<file path="config.mk">
export PLATFORM = sky130hd
export DESIGN_NAME = scc_ctrl
export DESIGN_NICKNAME = d
export VERILOG_FILES = /design/src/scc_pkg.sv /design/src/scc_div_if.sv /design/src/scc_clk_div.sv /design/src/scc_ctrl.sv
export SDC_FILE = /design/constraint.sdc
export NUM_CORES = 1
export LEC_CHECK = 0
export ABC_CLOCK_PERIOD_IN_PS = 2100
export BUFFER_PORTS_ARGS = -buffer_cell sky130_fd_sc_hd__buf_2
export CORE_AREA = 4 4 81 83
export DETAILED_ROUTE_END_ITERATION = 8
export DIE_AREA = 0 0 85 87
export HOLD_SLACK_MARGIN = 0.1
export PLACE_DENSITY_LB_ADDON = 0.05
export SYNTH_ARGS = -nofsm -noshare
export SYNTH_HDL_FRONTEND = slang
export SYNTH_HIERARCHICAL = 1
export SYNTH_SLANG_ARGS = --single-unit
</file>
<file path="constraint.sdc">
create_clock -name clk_i -period 2.1 [get_ports clk_i]
set_input_delay 0.105 -clock clk_i [delete_from_list [all_inputs] [get_ports clk_i]]
set_output_delay 0.105 -clock clk_i [all_outputs]
set_load 0.05 [all_outputs]
</file>
<file path="src/scc_pkg.sv">
// Shared constants, encodings and register map of the smart card interface control block.
package scc_pkg;

    // Core clock and the card insertion debounce time.
    localparam int CLK_FREQ_HZ = 125_000_000;
    localparam int DEBOUNCE_TIME_US = 8000;
    localparam int DEBOUNCE_CYCLES = DEBOUNCE_TIME_US * (CLK_FREQ_HZ / 1_000_000);
    localparam int DEB_W = 21;

    // Avalon-MM slave geometry and byte addresses.
    localparam int ADDR_W = 4;
    localparam int DATA_W = 32;
    localparam logic [ADDR_W-1:0] REG_IRQ_STATUS = 4'h0;
    localparam logic [ADDR_W-1:0] REG_IRQ_MASK = 4'h4;
    localparam logic [ADDR_W-1:0] REG_CARD_STATE = 4'h8;

    // Interrupt event bits, shared by the status and mask registers.
    localparam int N_IRQ = 2;
    localparam int IRQ_PRESENT = 0;
    localparam int IRQ_OVERLOAD = 1;
    localparam logic [N_IRQ-1:0] IRQ_MASK_RESET = 2'h3;

    // Field positions of the read-only card state register.
    localparam int ST_PRESENT = 0;
    localparam int ST_ACTIVE = 1;
    localparam int ST_LEVEL_LO = 2;
    localparam int ST_LEVEL_HI = 3;
    localparam int ST_UNDERVOLT = 4;
    localparam int ST_OVERLOAD = 5;

    // Bidirectional lanes: main data, first auxiliary (C4), second auxiliary (C8).
    localparam int N_LANE = 3;
    localparam int LANE_DATA = 0;
    localparam int LANE_AUX_A = 1;
    localparam int LANE_AUX_B = 2;

    typedef enum logic [1:0] {
        SUPPLY_OFF,
        SUPPLY_1V8,
        SUPPLY_3V,
        SUPPLY_5V
    } scc_supply_t;

    typedef enum logic [1:0] {
        DIV_BY_1,
        DIV_BY_2,
        DIV_BY_4,
        DIV_BY_8
    } scc_div_t;

    typedef enum logic {
        SESS_IDLE,
        SESS_ACTIVE
    } scc_sess_t;

    typedef enum logic [1:0] {
        LANE_IDLE,
        LANE_HOST_TO_CARD,
        LANE_CARD_TO_HOST,
        LANE_RELEASE
    } scc_lane_t;

endpackage

</file>
<file path="src/scc_div_if.sv">
// Link between the control core and the card clock divider.
`timescale 1ns/1ps
interface scc_div_if;
    import scc_pkg::*;

    logic ext_clk;
    scc_div_t ratio;
    logic run;
    logic card_clk;

    modport ctrl (
        output ext_clk,
        output ratio,
        output run,
        input card_clk
    );

    modport div (
        input ext_clk,
        input ratio,
        input run,
        output card_clk
    );
endinterface

</file>
<file path="src/scc_clk_div.sv">
// Card clock divider driven by the sampled external clock input.
`timescale 1ns/1ps
module scc_clk_div
    import scc_pkg::*;
(
    // Clock and reset
    input wire logic clk_i,
    input wire logic rst_i,
    // Control side
    scc_div_if.div dif
);

    typedef struct packed {
        logic ext_prev;
        logic [2:0] cnt;
        logic card_clk;
    } scc_div_state_t;

    scc_div_state_t q;
    scc_div_state_t d;

    always_comb begin
        d = q;
        d.ext_prev = dif.ext_clk;
        if (!dif.run) begin
            // Stopped clock parks low so the card sees no stray edge.
            d.cnt = 3'h0;
            d.card_clk = 1'b0;
        end else begin
            if (dif.ext_clk && !q.ext_prev) begin
                d.cnt = q.cnt + 3'h1;
            end
            case (dif.ratio)
                DIV_BY_1: d.card_clk = dif.ext_clk;
                DIV_BY_2: d.card_clk = d.cnt[0];
                DIV_BY_4: d.card_clk = d.cnt[1];
                DIV_BY_8: d.card_clk = d.cnt[2];
                default: d.card_clk = 1'b0;
            endcase
        end
    end

    always_ff @(posedge clk_i) begin
        if (rst_i) begin
            q <= '0;
        end else begin
            q <= d;
        end
    end

    assign dif.card_clk = q.card_clk;

endmodule

</file>
<file path="src/scc_ctrl.sv">
// Smart card interface control: session sequencing, presence, faults, lanes and registers.
//
// The implementer's own choices: the Avalon-MM interface to the registers and the register offsets.
`timescale 1ns/1ps
module scc_ctrl
    import scc_pkg::*;
#(
    parameter int DEBOUNCE_CYCLES_P = DEBOUNCE_CYCLES
) (
    // Clock and reset
    input wire logic clk_i,
    input wire logic rst_i,
    // Avalon-MM register slave
    input wire logic [ADDR_W-1:0] avs_address_i,
    input wire logic avs_read_i,
    input wire logic avs_write_i,
    input wire logic [DATA_W-1:0] avs_writedata_i,
    input wire logic [3:0] avs_byteenable_i,
    output logic [DATA_W-1:0] avs_readdata_o,
    output logic avs_waitrequest_o,
    // Host control pins
    input wire logic card_supply_select_a_i,
    input wire logic card_supply_select_b_i,
    input wire logic supply_command_n_i,
    input wire logic host_reset_input_i,
    input wire logic divider_select_a_i,
    input wire logic divider_select_b_i,
    input wire logic external_clock_input_i,
    output logic int_n_o,
    // Presence and supply monitors
    input wire logic card_presence_n_i,
    input wire logic card_presence_i,
    input wire logic supply_overload_i,
    input wire logic vdd_undervoltage_i,
    // Card outputs
    output logic [1:0] card_supply_output_o,
    output logic card_reset_output_o,
    output logic card_clock_output_o,
    // Host-side lanes: data, aux line a, aux line b
    input wire logic [N_LANE-1:0] host_line_i,
    output logic [N_LANE-1:0] host_line_o,
    output logic [N_LANE-1:0] host_line_oe_o,
    // Card-side lanes: data, C4, C8
    input wire logic [N_LANE-1:0] card_line_i,
    output logic [N_LANE-1:0] card_line_o,
    output logic [N_LANE-1:0] card_line_oe_o
);

    localparam logic [DEB_W-1:0] DEB_LAST = DEB_W'(DEBOUNCE_CYCLES_P - 1);

    typedef struct packed {
        scc_sess_t sess;
        logic cmd_prev;
        logic [DEB_W-1:0] deb_cnt;
        logic present;
        logic ovl_prev;
        logic [N_IRQ-1:0] irq_status;
        logic [N_IRQ-1:0] irq_mask;
        logic int_n;
        logic wait_req;
        logic [DATA_W-1:0] rdata;
        scc_supply_t supply;
        logic card_rst;
        scc_lane_t [N_LANE-1:0] lane;
        logic [N_LANE-1:0] host_oe;
        logic [N_LANE-1:0] card_oe;
    } scc_ctrl_state_t;

    scc_ctrl_state_t q;
    scc_ctrl_state_t d;

    scc_div_if dif ();

    scc_clk_div u_clk_div (
        .clk_i (clk_i),
        .rst_i (rst_i),
        .dif (dif)
    );

    // Lane direction step. The side that pulled the lane low owns it until it lets go,
    // so our own drive, echoed back on the other pin, cannot flip the direction.
    function automatic scc_lane_t lane_step(
        input scc_lane_t cur,
        input logic host_lvl,
        input logic card_lvl,
        input logic en
    );
        scc_lane_t nxt;
        nxt = cur;
        if (!en) begin
            nxt = LANE_IDLE;
        end else begin
            case (cur)
                LANE_IDLE: begin
                    if (!host_lvl) begin
                        nxt = LANE_HOST_TO_CARD;
                    end else if (!card_lvl) begin
                        nxt = LANE_CARD_TO_HOST;
                    end
                end
                LANE_HOST_TO_CARD: begin
                    if (host_lvl) begin
                        nxt = LANE_RELEASE;
                    end
                end
                LANE_CARD_TO_HOST: begin
                    if (card_lvl) begin
                        nxt = LANE_RELEASE;
                    end
                end
                LANE_RELEASE: begin
                    // Wait for both pins to float high before sensing again.
                    if (host_lvl && card_lvl) begin
                        nxt = LANE_IDLE;
                    end
                end
                default: nxt = LANE_IDLE;
            endcase
        end
        return nxt;
    endfunction

    logic present_raw;
    logic cmd_fall;
    logic ovl_rise;
    logic present_rise;
    logic lanes_en;
    logic req;
    logic accept_wr;
    logic [N_IRQ-1:0] irq_set;
    logic [N_IRQ-1:0] irq_clr;
    logic [DATA_W-1:0] rd_mux;
    scc_supply_t sel_level;
    scc_lane_t [N_LANE-1:0] lane_next;

    assign present_raw = ~card_presence_n_i | card_presence_i;
    assign cmd_fall = q.cmd_prev & ~supply_command_n_i;
    assign ovl_rise = supply_overload_i & ~q.ovl_prev;
    assign lanes_en = (q.sess == SESS_ACTIVE) & ~vdd_undervoltage_i;
    assign req = avs_read_i | avs_write_i;
    assign accept_wr = avs_write_i & ~q.wait_req;

    for (genvar i = 0; i < N_LANE; i++) begin : g_lane
        // Lane 0 is the main data lane, 1 and 2 the auxiliaries; all behave alike.
        assign lane_next[i] = lane_step(q.lane[i], host_line_i[i], card_line_i[i],
            lanes_en);
    end

    always_comb begin
        case ({card_supply_select_a_i, card_supply_select_b_i})
            2'h0: sel_level = SUPPLY_3V;
            2'h1: sel_level = SUPPLY_5V;
            2'h2: sel_level = SUPPLY_3V;
            2'h3: sel_level = SUPPLY_1V8;
            default: sel_level = SUPPLY_3V;
        endcase
    end

    always_comb begin
        rd_mux = '0;
        case (avs_address_i)
            REG_IRQ_STATUS: rd_mux[N_IRQ-1:0] = q.irq_status;
            REG_IRQ_MASK: rd_mux[N_IRQ-1:0] = q.irq_mask;
            REG_CARD_STATE: begin
                rd_mux[ST_PRESENT] = q.present;
                rd_mux[ST_ACTIVE] = q.sess == SESS_ACTIVE;
                rd_mux[ST_LEVEL_HI:ST_LEVEL_LO] = q.supply;
                rd_mux[ST_UNDERVOLT] = vdd_undervoltage_i;
                rd_mux[ST_OVERLOAD] = supply_overload_i;
            end
            default: rd_mux = '0;
        endcase
    end

    always_comb begin
        d = q;
        present_rise = 1'b0;

        // Removal is honoured at once; only insertion is debounced.
        if (!present_raw) begin
            d.deb_cnt = '0;
            d.present = 1'b0;
        end else if (!q.present) begin
            if (q.deb_cnt == DEB_LAST) begin
                d.present = 1'b1;
                present_rise = 1'b1;
            end else begin
                d.deb_cnt = q.deb_cnt + 1'b1;
            end
        end

        d.cmd_prev = supply_command_n_i;
        d.ovl_prev = supply_overload_i;

        case (q.sess)
            SESS_IDLE: begin
                if (cmd_fall && q.present && !vdd_undervoltage_i && !supply_overload_i) begin
                    d.sess = SESS_ACTIVE;
                end
            end
            SESS_ACTIVE: begin
                // A high command, card loss, overload or low controller supply all end it.
                if (supply_command_n_i || !present_raw || supply_overload_i
                        || vdd_undervoltage_i) begin
                    d.sess = SESS_IDLE;
                end
            end
            default: d.sess = SESS_IDLE;
        endcase

        if (d.sess == SESS_ACTIVE) begin
            d.supply = sel_level;
            d.card_rst = host_reset_input_i;
        end else begin
            d.supply = SUPPLY_OFF;
            d.card_rst = 1'b0;
        end

        for (int i = 0; i < N_LANE; i++) begin
            d.lane[i] = lane_next[i];
            d.card_oe[i] = lane_next[i] == LANE_HOST_TO_CARD;
            d.host_oe[i] = lane_next[i] == LANE_CARD_TO_HOST;
        end

        irq_set = '0;
        irq_set[IRQ_PRESENT] = present_rise;
        irq_set[IRQ_OVERLOAD] = ovl_rise;
        irq_clr = '0;
        if (accept_wr && avs_address_i == REG_IRQ_STATUS && avs_byteenable_i[0]) begin
            irq_clr = avs_writedata_i[N_IRQ-1:0];
        end
        if (accept_wr && avs_address_i == REG_IRQ_MASK && avs_byteenable_i[0]) begin
            d.irq_mask = avs_writedata_i[N_IRQ-1:0];
        end
        // A new event in the clearing cycle survives the clear.
        d.irq_status = (q.irq_status & ~irq_clr) | irq_set;
        d.int_n = ~|(d.irq_status & d.irq_mask);

        // Every access is answered one cycle after it is first seen.
        if (req && q.wait_req) begin
            d.wait_req = 1'b0;
            d.rdata = avs_read_i ? rd_mux : '0;
        end else begin
            d.wait_req = 1'b1;
        end
    end

    always_ff @(posedge clk_i) begin
        if (rst_i) begin
            q <= '0;
            q.cmd_prev <= 1'b1;
            q.int_n <= 1'b1;
            q.wait_req <= 1'b1;
            q.irq_mask <= IRQ_MASK_RESET;
        end else begin
            q <= d;
        end
    end

    // Divider runs only in a session, so the card clock is parked low otherwise.
    assign dif.ext_clk = external_clock_input_i;
    assign dif.ratio = scc_div_t'({divider_select_b_i, divider_select_a_i});
    assign dif.run = q.sess == SESS_ACTIVE;

    assign avs_readdata_o = q.rdata;
    assign avs_waitrequest_o = q.wait_req;
    assign int_n_o = q.int_n;
    assign card_supply_output_o = q.supply;
    assign card_reset_output_o = q.card_rst;
    assign card_clock_output_o = dif.card_clk;
    assign host_line_oe_o = q.host_oe;
    assign card_line_oe_o = q.card_oe;
    // Lanes are open-drain style: only a low is ever driven.
    assign host_line_o = '0;
    assign card_line_o = '0;

endmodule

</file>
**After elaboration in Yosys (flattened, before gate mapping)**

Index checks and enable logic that the tools add are counted.

- Add/subtract/negate cells: 2
- Multipliers: 0
- Div/mod/pow operators: 0
- Magnitude comparators: 0
- Equal/unequal tests: 24
- Shift operators: 0
- Muxes and demuxes: 37
- Bitwise operators: 20
- Reduce and logical (&&, ||, !) cells: 32

Operators with widths:

| operator | count |
|---|---|
| $mux W2 | 20 |
| $eq A2 B2 Y1 const B | 13 |
| $pmux W2 S4 | 3 |
| $add A21 B1 Y21 const B | 1 |
| $eq A21 B20 Y1 const B | 1 |
| $eq A2 B1 Y1 const B | 8 |
| $logic_and A1 B1 Y1 | 12 |
| $pmux W2 S3 | 2 |
| $logic_not A2 Y1 | 5 |
| $not A1 Y1 | 10 |
| $reduce_or A2 Y1 | 5 |
| $mux W1 | 7 |
| $mux W6 | 1 |
| $logic_not A1 Y1 | 5 |
| $and A1 B1 Y1 | 4 |
| $and A2 B2 Y2 | 2 |
| $eq A4 B3 Y1 const B | 1 |
| $eq A4 B4 Y1 const B | 1 |
| $logic_not A4 Y1 | 1 |
| $mux W4 | 1 |
| $pmux W1 S4 | 1 |
| $add A3 B1 Y3 const B | 1 |
| $logic_or A1 B1 Y1 | 3 |
| $mux W3 | 1 |
| 5 further kinds | 6 |

- Bits in registers: 83
- Latch bits: 0
- Bits in writable memories: 0
- Bits in read-only memories: 0
- Output and inout port bits: 50
- Logic and storage cells: 135
- Memories kept: 0

**Logic depth before layout (Yosys ltp)**

- Word-level depth: 11
- Gate-level depth with buffers: 6
- Mapped depth without buffers: 6

**By module**

Netlist, hierarchy kept.

Modules (own cells, without submodules):

| module | instances | cells an instance | area an instance (um^2) | sequential area each (um^2) |
|---|---|---|---|---|
| scc_ctrl | 1 | 286 | 2504.9 | 1041.0 |
| scc_clk_div | 1 | 23 | 242.7 | 100.1 |

**Least setup slack after synthesis**

OpenSTA, ideal clock, no wires.

- Path kind: reg-to-reg
- Start: register q (netlist bit avs_waitrequest_o)
- End: register q (netlist bit int_n_o)
- Setup time: 117 ps
- Arrival: 1524 ps
- Path slack: 460 ps
- Stages on the path, launching flop included: 6
- Cells stage by stage: dfxtp_1 nand4bb_1 nor3_1 nand2_1 mux2i_1 o22a_1

- Longest elaborated chain between the ends: 11

RTL lines:

| what | line | text |
|---|---|---|
| start: declaration | scc_ctrl.sv:69 | `scc_ctrl_state_t q;` |
| $not A1 Y1 (*) | scc_ctrl.sv:141 | `assign accept_wr = avs_write_i & ~q.wait_req;` |
| $and A1 B1 Y1 (*) | scc_ctrl.sv:141 |  |
| $logic_and A1 B1 Y1 (2 in series) | scc_ctrl.sv:229 | `if (accept_wr && avs_address_i == REG_IRQ_STATUS && avs_byteenable_i[0]) begin` |
| $mux W2 | scc_ctrl.sv:229 |  |
| $not A2 Y2 | scc_ctrl.sv:236 | `d.irq_status = (q.irq_status & ~irq_clr) \| irq_set;` |
| $and A2 B2 Y2 | scc_ctrl.sv:236 |  |
| $or A2 B2 Y2 | scc_ctrl.sv:236 |  |
| $and A2 B2 Y2 (*) | scc_ctrl.sv:237 | `d.int_n = ~\|(d.irq_status & d.irq_mask);` |
| $reduce_or A2 Y1 (*) | scc_ctrl.sv:237 |  |
| $logic_not A1 Y1 (*) | scc_ctrl.sv:237 |  |

Mark *: on every way between the ends. The rest lies on a longest branch, timed or not.
A chain may end at the register's enable or synchronous reset.

**Worst setup path after layout**

- Start: register q[62] in the netlist's numbering
- End: register q[59] in the netlist's numbering

- Longest elaborated chain between the ends: 3

RTL lines:

| what | line | text |
|---|---|---|
| $eq A21 B20 Y1 | scc_ctrl.sv:184 | `if (q.deb_cnt == DEB_LAST) begin` |
| $not A1 Y1 (no line) | -- |  |
| $reduce_and A2 Y1 (no line) | -- |  |

No other way between the ends.

==> impl_metrics.py <==
metrics = {
    "power": {
        "switching_share_pct": 27.1,
        "power_leakage_nw": 1.33,
        "p_switching_mw": 0.611,
        "power_frac_comb_pct": 11.7,
        "power_frac_seq_pct": 48.8,
        "cell_internal_pwr_mw": 1.65,
        "power_density_nw_per_um2": 707,
        "clkPwrFrac_pct": 39.6,
        "vdd_drop_max_mv": 0.417,
    },
    "min_path": {
        "hold_class": "in -> reg",
        "hp-start": "divider_select_a_i",
    },
    "worst_setup_path": {
        "crit_chain": "nor4b_1 > nand4_1 > nor3_1 > nor3_1 > nor3_1",
        "cp_common_cell": "nor3_1",
        "crit_slowest_cell": "nor4b_1",
        "critical-path-max-stage-delay_ns": 0.40,
        "critical_path_arrival_ns": 1.98,
        "cp-end-kind": "register",
        "crit_fanout": 5,
        "cp.required_ns": 2.35,
        "cp-startpoint": "q[62]$_SDFFE_PP0P_",
        "worstSetupPathType": "reg -> reg",
        "reg2reg_from": "q[62]$_SDFFE_PP0P_",
        "critPathLaunchType": "register",
    },
    "logic_synthesis": {
        "avgSynthCellArea_um2": 8.89,
        "ys_ff_latch": 57,
        "yosysWarnings": 6,
        "synth.distinct_cells": 50,
        "async_reset_ff_share_pct": 0,
        "ys_seq_area_share_pct": 41.5,
        "netlist_instances": 309,
        "synth_top_area_share_pct": 41.5,
        "synthTopCellsByArea": "dfxtp_1, buf_4, nor2_1, xor2_1, mux2i_1",
        "ys.flop_type": "dfxtp_1",
        "synth_edf_count": 0,
        "syn_area_um2": 2750,
        "yosysTopAreaCell": "dfxtp_1",
    },
    "clock_network": {
        "ctsResizeCount": 0,
        "cts_sinks": 57,
        "cts_tree": "yes",
        "clk_pin_slew_ns": 0.06,
        "cts_root_buffer": "clkbuf_8",
        "clkLatencyLatePin_ns": 0.33,
        "clockBufferDepth": 2,
        "cts-buffers-inserted": 9,
        "cts.htree.levels": 3,
    },
    "sta": {
        "setup_tns_ns": 0,
        "finClkSkew_ns": 0.00514,
        "slew_headroom_pct": 61.4,
        "rsz0062_at_grt": "no",
        "setup_viol": 0,
        "hold_viol": 0,
        "fin_crit_sh_pct": 82.4,
        "clock.fmax_ghz": 0.578,
        "period_minus_slack_ns": 1.73,
        "worst_slew_pin_slew_ns": 0.573,
        "drv_slew": 0,
    },
    "detailed_routing": {
        "via_per_inst": 4.81,
        "wl_per_cell_um": 12.0,
        "drt-total-wl_um": 5350,
        "num_vias": 2145,
        "drtPass1Iterations": 4,
        "drc_errors": 0,
        "drt_iter0_drc": 123,
        "ant_nets": 0,
    },
    "global_routing": {
        "gr-total-overflow": 0,
        "antenna_found_initial": 0,
        "first_global_vias": 2065,
        "grt_max_degree": 21,
        "grt_usage_pct": 15.3,
        "grt_pass1_wl_um": 9090,
    },
    "die": {
        "rows": 28,
        "fp.coreArea_um2": 5850,
        "num_io_pins": 111,
        "start_util_pct": 47.0,
        "dieArea_um2": 7400,
        "die_h_um": 87,
        "die_x_um": 85,
    },
    "finish": {
        "drive_gt1_share_pct": 19.7,
        "area_delta_synth_final_pct": 16.2,
        "stdcell_count": 446,
        "final_cell_mix": "dfxtp_1, buf_2, nor2_1, conb_1, dlygate4sd3_1",
        "final_nets": 429,
        "n_antenna_cell": 0,
        "finalCoreUtilization_pct": 54.6,
        "final_common_cell": "dfxtp_1",
    },
    "run": {
        "maxCapViolCount": 0,
    },
    "run_status": {
        "status": "finished, final reports clean",
    },
    "placed_design": {
        "numPortBuffers": 45,
        "dp.cells": 414,
        "dp_hpwl_um": 3780,
        "place.gp.congestion": 0.745,
    },
}
==> Yosys cell counts (2+ instances only) <==
library cell,n
ha_1,2
xnor2_1,7
clkbuf_1,5
nor4_1,4
a41oi_1,2
mux2i_1,8
nor3b_1,2
nand3b_1,2
and2_1,3
o21a_1,2
or2_2,2
nor4b_1,2
nor2b_1,9
a21oi_1,10
nand2b_1,6
inv_1,6
nor2_1,32
and3_1,5
nand4_1,4
and4_1,2
nand2_1,11
xor2_1,10
a31oi_1,2
a22oi_1,6
nor3_1,13
dfxtp_1,57
buf_4,46
o21ai_0,14
nand3_1,14
==> area by class of cell <==
| cell class | instances | area [um^2] |
|---|---|---|
| clock buffer | 13 | 159 |
| clock inverter | 3 | 15.0 |
| fill | 556 | 2660 |
| inverter | 6 | 22.5 |
| multi-input combinational | 225 | 1330 |
| sequential | 57 | 1140 |
| tap | 75 | 93.8 |
| timing repair buffer | 67 | 430 |
==> metal layers <==
metal	track usage (%)	up-vias	wire, um
met5	0	-	0
met3	5.01	7	329
met2	24.2	57	2450
li1	-	1110	-
met4	6.47	0	72
met1	19.2	971	2500
==> path summary, 6_finish.rpt <==
path,cells past startpoint,slack (ns),endpoint
worst min-delay path,3,0.14,u_clk_div/dif.card_clk$_SDFF_PP0_
worst max-delay path,5,0.37,q[59]$_SDFFE_PP0P_
worst min register to register,2,0.50,q[60]$_SDFFE_PP0P_
worst max register to register,5,0.37,q[59]$_SDFFE_PP0P_
==> kinds of logic (layout without fill, tap and decap cells) <==
group / after synthesis / in the layout / synth area share (%)
compound gates: 46 / 46 / 10.7
xor+xnor: 17 / 17 / 5.42
fa+ha+maj: 2 / 2 / 0.911
buf+inv: 58 / 89 / 14.3
flops: 57 / 57 / 41.5
mux: 9 / 9 / 3.46
other cells: 1 / 32 / 0.136
simple gates: 119 / 119 / 23.6
==> per-stage QoR <==
stage | hold slack (ns) | setup WS, ns | area (um^2) | power, mW
2_1_floorplan | 0.177 | 0.460 | 2860 | 1.36
3_3_place_gp | 0.306 | 0.388 | 2860 | 1.36
3_5_place_dp | 0.306 | 0.389 | 2860 | 1.36
4_1_cts | 0.124 | 0.374 | 3190 | 2.29
5_1_grt | 0.166 | 0.173 | 3190 | 2.36
6_report | 0.140 | 0.370 | 3190 | 2.26
==> power by group through the flow <==
stage	combinational, mW	sequential (mW)	clock [mW]
floorplan	0.226	1.13	0
global placement	0.239	1.12	0
detailed placement	0.240	1.12	0
CTS	0.263	1.10	0.931
global route	0.282	1.10	0.980
finish	0.264	1.10	0.893
==> registers in the layout, indices dropped and copies added (netlist names) <==
name and flops:
host_line_oe_o 3, dif.run 1, u_clk_div/q 4, card_reset_output_o 1, u_clk_div/dif.card_clk 1, avs_readdata_o 6, avs_waitrequest_o 1, int_n_o 1
q 34, card_supply_output_o 2, card_line_oe_o 3
==> what timing repair did <==
action,in CTS,in global routing
hold endpoints to repair,22,0
setup buffers,0,0
setup endpoints to repair,0,0
hold buffers,16,0
==> critical path, delay by kind of cell, from the launching register on <==
family           cells  cell delay (ns)
AND/OR/NAND/NOR      5             1.31
flip-flops           1             0.34
Power figures use the tool's default switching activity.
